[src/rtl/lti_defs.vh]
// Register map, field positions, reset values and timing for the lux threshold block
`ifndef LTI_DEFS_VH
`define LTI_DEFS_VH

// Register offsets
`define LTI_ADDR_STATUS     8'h00
`define LTI_ADDR_ENABLE     8'h01
`define LTI_ADDR_CONFIG     8'h02
`define LTI_ADDR_LUX_HIGH   8'h03
`define LTI_ADDR_LUX_LOW    8'h04
`define LTI_ADDR_HIGH_TRIP  8'h05
`define LTI_ADDR_LOW_TRIP   8'h06
`define LTI_ADDR_PERSIST    8'h07

// Field positions
`define LTI_STATUS_BIT      0
`define LTI_ENABLE_BIT      0
`define LTI_CFG_MANUAL_BIT  6
`define LTI_CFG_CDR_BIT     3
`define LTI_CFG_TIM_MSB     2
`define LTI_CFG_TIM_LSB     0

// Reset values
`define LTI_RST_ENABLE      1'b0
`define LTI_RST_MANUAL      1'b0
`define LTI_RST_CDR         1'b0
`define LTI_RST_TIM         3'h0
`define LTI_RST_HIGH_TRIP   8'hff
`define LTI_RST_LOW_TRIP    8'h00
`define LTI_RST_PERSIST     8'hff

// Exponent codes
`define LTI_EXP_OVERLOAD    4'hf

// Integration time codes
`define LTI_TIM_800MS       3'h0
`define LTI_TIM_400MS       3'h1
`define LTI_TIM_200MS       3'h2
`define LTI_TIM_100MS       3'h3

// Auto ranging limits, in result counts of 0.045 lux
`define LTI_CDR_LUX         700
`define LTI_LSB_MILLILUX    45
`define LTI_CDR_COUNTS      ((`LTI_CDR_LUX * 1000) / `LTI_LSB_MILLILUX)
`define LTI_TIM100_COUNTS   23'h0_0800
`define LTI_TIM200_COUNTS   23'h0_0400
`define LTI_TIM400_COUNTS   23'h0_0200

// Timing
`define LTI_CLK_HZ          20000000
`define LTI_STEP_MS         100
`define LTI_STEP_CYCLES     ((`LTI_CLK_HZ / 1000) * `LTI_STEP_MS)
`define LTI_STEP_CNT_W      21

`endif

[src/rtl/lti_step_timer.v]
// Restartable divider giving one enable pulse per persistence step
`default_nettype none
`include "lti_defs.vh"

module lti_step_timer #(
    parameter CYCLES = `LTI_STEP_CYCLES, // Clock cycles per step
    parameter CNT_W  = `LTI_STEP_CNT_W   // Counter width
) (
    input  wire core_clk, // System clock
    input  wire rstn,     // Asynchronous reset, active low
    input  wire restart,  // Holds the count at zero
    output reg  tick      // One-cycle pulse at each full step
);

    localparam integer     LAST_I = CYCLES - 1;
    localparam [CNT_W-1:0] LAST   = LAST_I[CNT_W-1:0];

    reg [CNT_W-1:0] count;

    always @(posedge core_clk or negedge rstn) begin
        if (!rstn) begin
            count <= {CNT_W{1'b0}};
            tick  <= 1'b0;
        end else if (restart) begin
            count <= {CNT_W{1'b0}};
            tick  <= 1'b0;
        end else if (count == LAST) begin
            count <= {CNT_W{1'b0}};
            tick  <= 1'b1;
        end else begin
            count <= count + {{(CNT_W-1){1'b0}}, 1'b1};
            tick  <= 1'b0;
        end
    end

endmodule

`default_nettype wire

[src/rtl/lti_threshold_irq.v]
// Lux window comparator with persistence timer, status flag, result and auto ranging
`default_nettype none
`include "lti_defs.vh"
// Contract
// - Low trip level register: exponent in bits 7:4, mantissa top nibble below.
// - High trip level register uses the same exponent over mantissa nibble layout.
// - Enabled and light under low trip beyond persistence: set flag, pull pin low.
// - Enabled and light outside either trip beyond persistence: flag to 1, pin low.
// - Persistence delay equals the unsigned timer register value times 100 ms.
// - Timer value zero asserts the interrupt as soon as a trip level is crossed.
// - Threshold interrupts work only while enable register bit 0 is one.
// - Interrupt pin is open drain, active low, pulled low while a flag is pending.
// - Reading status or writing enable to zero clears the status flag.
// - Light is a four-bit exponent and eight-bit mantissa, lux = 2^e * m * 0.045.
// - Valid exponents reach 14; exponent code 15 marks an overload reading.
// - The 12-bit result is split over the lux high and lux low registers.
// - Auto ranging sets divide and time itself, dividing by 8 above 700 lux.
// - Auto ranging lengthens integration 100, 200, 400, 800 ms as light falls.
// - Manual mode lets software set the divide bit and three-bit time field.
// - Low trip mantissa reads with low nibble zero, range 0 to 240.
// - High trip mantissa reads with low nibble ones, range 15 to 255.

module lti_threshold_irq #(
    parameter STEP_CYCLES = `LTI_STEP_CYCLES, // Clock cycles in one 100 ms step
    parameter STEP_CNT_W  = `LTI_STEP_CNT_W   // Width of the step divider counter
) (
    input  wire       core_clk,              // System clock, 20 MHz
    input  wire       rstn,                  // Asynchronous reset, active low
    input  wire [7:0] reg_addr,              // Register offset from the serial slave
    input  wire [7:0] reg_wdata,             // Write data
    input  wire       reg_wr,                // Write strobe, one cycle
    input  wire       reg_rd,                // Read strobe, one cycle
    input  wire       reg_hold,              // High from address phase until stop
    output reg  [7:0] reg_rdata,             // Read data, valid the cycle after reg_rd
    input  wire       meas_valid,            // New converter result, one cycle
    input  wire [3:0] meas_exponent,         // Result exponent
    input  wire [7:0] meas_mantissa,         // Result mantissa
    output reg        current_divide_select, // Photodiode current divide by 8
    output reg  [2:0] integration_time_sel,  // Integration time code
    output wire       irq_pin_o,             // Interrupt pin drive level
    output wire       irq_pin_oe,            // Interrupt pin pull-down enable
    output reg        irq_status_flag        // Pending interrupt status
);

    // Linear count of an exponent and mantissa pair
    function [22:0] lin_value;
        input [3:0] exponent;
        input [7:0] mantissa;
        begin
            lin_value = {15'h0000, mantissa} << exponent;
        end
    endfunction

    // Register state
    reg       irq_enable_bit;
    reg       manual_mode;
    reg       man_cdr;
    reg [2:0] man_tim;
    reg       auto_cdr;
    reg [2:0] auto_tim;
    reg [7:0] lux_high;
    reg [7:0] lux_low;
    reg [7:0] high_trip_level;
    reg [7:0] low_trip_level;
    reg [7:0] trip_persistence_time;

    // Comparator and persistence state
    reg       above_high;
    reg       below_low;
    reg [8:0] step_count;

    wire       step_tick;
    wire [3:0] high_trip_exponent;
    wire [3:0] high_trip_mantissa_hi;
    wire [3:0] low_trip_exponent;
    wire [3:0] low_trip_mantissa_hi;
    wire [22:0] meas_lin;
    wire [22:0] high_lin;
    wire [22:0] low_lin;
    wire        overload;
    wire        outside;
    wire        fire;
    wire        restart;
    wire        status_read;
    wire        enable_off;
    wire        next_status;

    assign high_trip_exponent    = high_trip_level[7:4];
    assign high_trip_mantissa_hi = high_trip_level[3:0];
    assign low_trip_exponent     = low_trip_level[7:4];
    assign low_trip_mantissa_hi  = low_trip_level[3:0];

    assign meas_lin = lin_value(meas_exponent, meas_mantissa);
    assign high_lin = lin_value(high_trip_exponent, {high_trip_mantissa_hi, 4'hf});
    assign low_lin  = lin_value(low_trip_exponent, {low_trip_mantissa_hi, 4'h0});
    assign overload = (meas_exponent == `LTI_EXP_OVERLOAD);

    // Window comparison, refreshed on every converter result
    always @(posedge core_clk or negedge rstn) begin
        if (!rstn) begin
            above_high <= 1'b0;
            below_low  <= 1'b0;
        end else if (meas_valid) begin
            if (overload) begin
                above_high <= 1'b1;
                below_low  <= 1'b0;
            end else begin
                above_high <= (meas_lin > high_lin);
                below_low  <= (meas_lin < low_lin);
            end
        end
    end

    assign outside = above_high | below_low;

    // Persistence: count whole steps of an unbroken excursion
    assign restart = ~outside | ~irq_enable_bit | fire;

    lti_step_timer #(
        .CYCLES (STEP_CYCLES),
        .CNT_W  (STEP_CNT_W)
    ) u_step_timer (
        .core_clk (core_clk),
        .rstn     (rstn),
        .restart  (restart),
        .tick     (step_tick)
    );

    always @(posedge core_clk or negedge rstn) begin
        if (!rstn) begin
            step_count <= 9'h000;
        end else if (restart) begin
            step_count <= 9'h000;
        end else if (step_tick && (step_count != 9'h1ff)) begin
            step_count <= step_count + 9'h001;
        end
    end

    // Zero timer fires on the first outside cycle, others after the full delay
    assign fire = irq_enable_bit & outside &
                  ((trip_persistence_time == 8'h00) |
                   (step_count >= {1'b0, trip_persistence_time}));

    // Status flag: set beats clear so no excursion is lost
    assign status_read = reg_rd && (reg_addr == `LTI_ADDR_STATUS);
    assign enable_off  = reg_wr && (reg_addr == `LTI_ADDR_ENABLE) &&
                         !reg_wdata[`LTI_ENABLE_BIT];
    assign next_status = fire ? 1'b1 :
                         (status_read | enable_off) ? 1'b0 :
                         irq_status_flag;

    always @(posedge core_clk or negedge rstn) begin
        if (!rstn) begin
            irq_status_flag <= 1'b0;
        end else begin
            irq_status_flag <= next_status;
        end
    end

    // Open drain: only ever drives low
    assign irq_pin_o  = 1'b0;
    assign irq_pin_oe = irq_status_flag;

    // Host writable registers
    always @(posedge core_clk or negedge rstn) begin
        if (!rstn) begin
            irq_enable_bit        <= `LTI_RST_ENABLE;
            manual_mode           <= `LTI_RST_MANUAL;
            man_cdr               <= `LTI_RST_CDR;
            man_tim               <= `LTI_RST_TIM;
            high_trip_level       <= `LTI_RST_HIGH_TRIP;
            low_trip_level        <= `LTI_RST_LOW_TRIP;
            trip_persistence_time <= `LTI_RST_PERSIST;
        end else if (reg_wr) begin
            case (reg_addr)
                `LTI_ADDR_ENABLE: begin
                    irq_enable_bit <= reg_wdata[`LTI_ENABLE_BIT];
                end
                `LTI_ADDR_CONFIG: begin
                    manual_mode <= reg_wdata[`LTI_CFG_MANUAL_BIT];
                    // Range bits are written only by a config write that also sets the manual bit
                    if (reg_wdata[`LTI_CFG_MANUAL_BIT]) begin
                        man_cdr <= reg_wdata[`LTI_CFG_CDR_BIT];
                        man_tim <= reg_wdata[`LTI_CFG_TIM_MSB:`LTI_CFG_TIM_LSB];
                    end
                end
                `LTI_ADDR_HIGH_TRIP: begin
                    high_trip_level <= reg_wdata;
                end
                `LTI_ADDR_LOW_TRIP: begin
                    low_trip_level <= reg_wdata;
                end
                `LTI_ADDR_PERSIST: begin
                    trip_persistence_time <= reg_wdata;
                end
                default: begin
                end
            endcase
        end
    end

    // Result registers; frozen during a host transfer so both bytes match
    always @(posedge core_clk or negedge rstn) begin
        if (!rstn) begin
            lux_high <= 8'h00;
            lux_low  <= 8'h00;
        end else if (meas_valid && !reg_hold) begin
            lux_high <= {meas_exponent, meas_mantissa[7:4]};
            lux_low  <= {4'h0, meas_mantissa[3:0]};
        end
    end

    // Auto ranging from the lux-referred count of each result
    always @(posedge core_clk or negedge rstn) begin
        if (!rstn) begin
            auto_cdr <= 1'b0;
            auto_tim <= `LTI_TIM_100MS;
        end else if (meas_valid) begin
            if (overload) begin
                auto_cdr <= 1'b1;
                auto_tim <= `LTI_TIM_100MS;
            end else begin
                auto_cdr <= (meas_lin > `LTI_CDR_COUNTS);
                if (meas_lin >= `LTI_TIM100_COUNTS) begin
                    auto_tim <= `LTI_TIM_100MS;
                end else if (meas_lin >= `LTI_TIM200_COUNTS) begin
                    auto_tim <= `LTI_TIM_200MS;
                end else if (meas_lin >= `LTI_TIM400_COUNTS) begin
                    auto_tim <= `LTI_TIM_400MS;
                end else begin
                    auto_tim <= `LTI_TIM_800MS;
                end
            end
        end
    end

    // Range settings driven to the converter
    always @(posedge core_clk or negedge rstn) begin
        if (!rstn) begin
            current_divide_select <= 1'b0;
            integration_time_sel  <= `LTI_TIM_100MS;
        end else if (manual_mode) begin
            current_divide_select <= man_cdr;
            integration_time_sel  <= man_tim;
        end else begin
            current_divide_select <= auto_cdr;
            integration_time_sel  <= auto_tim;
        end
    end

    // Read port; status returns its value before the clear
    always @(posedge core_clk or negedge rstn) begin
        if (!rstn) begin
            reg_rdata <= 8'h00;
        end else if (reg_rd) begin
            case (reg_addr)
                `LTI_ADDR_STATUS:    reg_rdata <= {7'h00, irq_status_flag};
                `LTI_ADDR_ENABLE:    reg_rdata <= {7'h00, irq_enable_bit};
                `LTI_ADDR_CONFIG:    reg_rdata <= {1'b0, manual_mode, 2'b00,
                                                   current_divide_select,
                                                   integration_time_sel};
                `LTI_ADDR_LUX_HIGH:  reg_rdata <= lux_high;
                `LTI_ADDR_LUX_LOW:   reg_rdata <= lux_low;
                `LTI_ADDR_HIGH_TRIP: reg_rdata <= high_trip_level;
                `LTI_ADDR_LOW_TRIP:  reg_rdata <= low_trip_level;
                `LTI_ADDR_PERSIST:   reg_rdata <= trip_persistence_time;
                default:             reg_rdata <= 8'h00;
            endcase
        end
    end

endmodule

`default_nettype wire

[config.mk]
export PLATFORM = sky130hd
export DESIGN_NAME = lti_threshold_irq
export DESIGN_NICKNAME = d
export VERILOG_FILES = /design/src/rtl/lti_step_timer.v /design/src/rtl/lti_threshold_irq.v
export VERILOG_INCLUDE_DIRS = /design/src /design/src/rtl
export SDC_FILE = /design/constraint.sdc
export NUM_CORES = 1
export LEC_CHECK = 0
export BUFFER_PORTS_ARGS = -buffer_cell sky130_fd_sc_hd__buf_2
export CAP_MARGIN = 0
export CORE_MARGIN = 2
export CORE_UTILIZATION = 55
export CTS_BUF_LIST = sky130_fd_sc_hd__clkbuf_8
export DETAILED_ROUTE_END_ITERATION = 6
export PLACE_DENSITY = 0.85
export REMOVE_ABC_BUFFERS = 1
export SYNTH_ARGS = -nofsm -noshare
export SYNTH_HDL_FRONTEND = slang
export SYNTH_HIERARCHICAL = 1
export SYNTH_SLANG_ARGS = --single-unit
[constraint.sdc]
create_clock -name core_clk -period 2.9 [get_ports core_clk]
set_input_delay 0 -clock core_clk [delete_from_list [all_inputs] [get_ports core_clk]]
set_output_delay 0 -clock core_clk [all_outputs]
set_load 0.01 [all_outputs]
==> impl_metrics.toml <==
[status]
status = "complete, no violations"

[routing]
wire_per_inst_um = 18.2
drt_iter0_markers = 438
routed_wl_um = 16400
viasPerCell = 6.17
firstDrtPassIters = 5
via_count = 5567
ant_nets = 0
drcViolationCount = 0

[sta]
whs_ns = 0.0233
finalCritPeriodShare = 0.929
worst_slew_pin_slew_ns = 1.12
finClkSkew_ns = 0.00925
setup_viol = 0
hold_viol_final = 0
maxSlewViolCount = 0
rsz0062_at_grt = "false"
slew-limit-headroom = 0.251
finalSetupTns_ns = 0
maxClockFrequency_mhz = 371
min_period_ns = 2.69

[final_layout]
area_growth_pct = 10.5
diodes = 0
final_core_utilization = 0.616
layout_commonest_cell = "dfrtp_1"
drive_gt1_frac = 0.211
num-nets-final = 837
most-common-layout-cells = "dfrtp_1 (70), nor2_1 (62), nand2_1 (56)"
fin_area_mm2 = 0.00730
fillers = 960

[synth]
avgSynthCellArea_um2 = 9.40
synth_edf_count = 0
ys.flop_type = "dfrtp_1"
synth_area_mm2 = 0.00661
ys_ff_latch = 91
synth_cell_types = 71
ys_seq_area_frac = 0.348
yosysWarnings = 6
syn-instance-count = 703
async_reset_ff_frac = 1.00

[cts]
numCtsBuffers = 9
cts_sinks = 91
clk_path_buf_depth = 2
cts_setup_buffers = 0
ctsRootBufferMaster = "clkbuf_8"
clk_latency_ns = 0.37
h-tree-depth = 3
cts_tree = "yes"
path_clk_slew_ns = 0.09

[power_and_ir_drop]
seqPwrFrac = 0.487
comb_power_share = 0.215
power_density_mw_per_mm2 = 404
finalPower_mw = 2.95
ir_drop_mv = 0.327
intPower_mw = 2.06
switchingPower_uw = 891
p_leak_nw = 3.11
swShare = 0.302
p_clk_frac = 0.298

[placement]
gp_congestion = 0.919
dp_hpwl_um = 12400
post_dp_cell_area_mm2 = 0.00690
port_buffers = 47

[worst_setup_path]
cp.arrival_ns = 2.94
critPathRequiredTime_ns = 3.15
setup.worst_path.end_class = "flip-flop"
timing_worst_setup_path_type = "reg2reg"
cp_max_fo = 7
start_kind = "flip-flop"

[floorplanning]
fp.dieW_um = 114
die_area_mm2 = 0.0129
die_h_um = 114
start_util = 0.557
design.core.area_mm2 = 0.0119
ios = 49
rows = 40

[global_routing]
grt_pass1_wl_um = 26800
grt_overflow = 0
grt_pass1_vias = 5363
antenna_found_initial = 0
grt.total_usage = 0.263
grt_max_degree = 92

[job]
maxCapViolations = 0

[worst_hold_path]
hold_path.class = "in2reg"
## per-stage QoR
step / cells / setup WS, ns
2_1_floorplan: 669 / 0.344
5_1_grt: 902 / 0.00785
6_report: 902 / 0.207
3_3_place_gp: 867 / 0.219
3_5_place_dp: 867 / 0.167
4_1_cts: 902 / 0.156
## power by group through the flow
stage          Clock (mW)  Sequential, mW  Combinational, mW
2_1_floorplan           0            1.44              0.372
3_3_place_gp            0            1.45              0.587
3_5_place_dp            0            1.46              0.605
4_1_cts             0.889            1.43              0.629
5_1_grt             0.937            1.45              0.702
6_report            0.881            1.44              0.635
## final cells by class
type                       count  area [um2]  share of cell area
multi-input combinational    553        4060               0.556
sequential                    91        2300               0.315
clock buffer                  10         138              0.0188
timing repair buffer          70         458              0.0627
inverter                      25        93.8              0.0128
clock inverter                 6        63.8             0.00874
tap                          147         184              0.0252
## critical path, stage by stage (launching register included)
cell and delay (ns):
dfstp_2 0.59, mux2_2 0.37, o21ai_0 0.23, o21ai_0 0.11, o21ai_0 0.18, ha_1 0.32, and4_1 0.23, nand4_1 0.11
o211ai_1 0.11, a211oi_1 0.26, a211oi_1 0.08
## sequential cells by signal, indices dropped and copies added, names as in the netlist
name	count
above_high	1
auto_cdr	1
auto_tim	2
below_low	1
current_divide_select	1
high_trip_level	8
integration_time_sel	3
irq_enable_bit	1
irq_pin_oe	1
low_trip_level	8
lux_high	8
lux_low	4
man_cdr	1
man_tim	3
manual_mode	1
reg_rdata	8
step_count	9
trip_persistence_time	8
u_step_timer/count	21
u_step_timer/tick	1
## cell families (layout without fill, tap and decap cells)
logic type      after synthesis  after routing  synth area share
xor+xnor                     21             21            0.0278
flops                        91             91             0.348
simple gates                253            253             0.203
mux                          84             84             0.142
other cells                   1              1          0.000568
compound gates              141            141             0.140
fa+ha+maj                    53             53             0.100
buf+inv                      59            111            0.0379
## cells in the mapped netlist, types with 18 or more instances
library cell  number  share of area
nand2_1           56          0.032
nor2_1            62          0.035
clkbuf_1          22          0.012
dfstp_2           20          0.080
a21oi_1           35          0.027
mux2_2            43          0.073
mux2i_1           23          0.035
nor2b_1           18          0.017
o21ai_0           28          0.021
inv_1             25          0.014
dfrtp_1           71           0.27
ha_1              53           0.10
## per-layer routing
layer | vias to the layer above | GRT usage | part of all wire
li1 | 2652 | - | -
met1 | 2739 | 0.341 | 0.43
met2 | 143 | 0.451 | 0.51
met3 | 33 | 0.0393 | 0.037
met4 | 0 | 0.0927 | 0.024
met5 | - | 0 | 0
## path summary, 6_finish.rpt
check	from	end	slack (ns)	cells after the start
setup / recovery	high_trip_level[5]	above_high	0.21	10
hold / removal	reg_addr[5]	reg_rdata[3]	0.02	4
setup reg to reg	high_trip_level[5]	above_high	0.21	10
hold reg to reg	u_step_timer/count[0]	u_step_timer/count[0]	0.49	1
max in group asynchronous	rstn	low_trip_level[5]	1.71	2
min in group asynchronous	rstn	step_count[2]	0.39	2
## repair_timing
| item | in CTS | in global routing |
|---|---|---|
| hold buffers | 19 | 0 |
| endpoints found under the hold margin | 114 | 0 |
| gates resized for setup | 0 | 4 |
| endpoints found under the setup margin | 0 | 2 |
(Power assumes the default switching activity.)
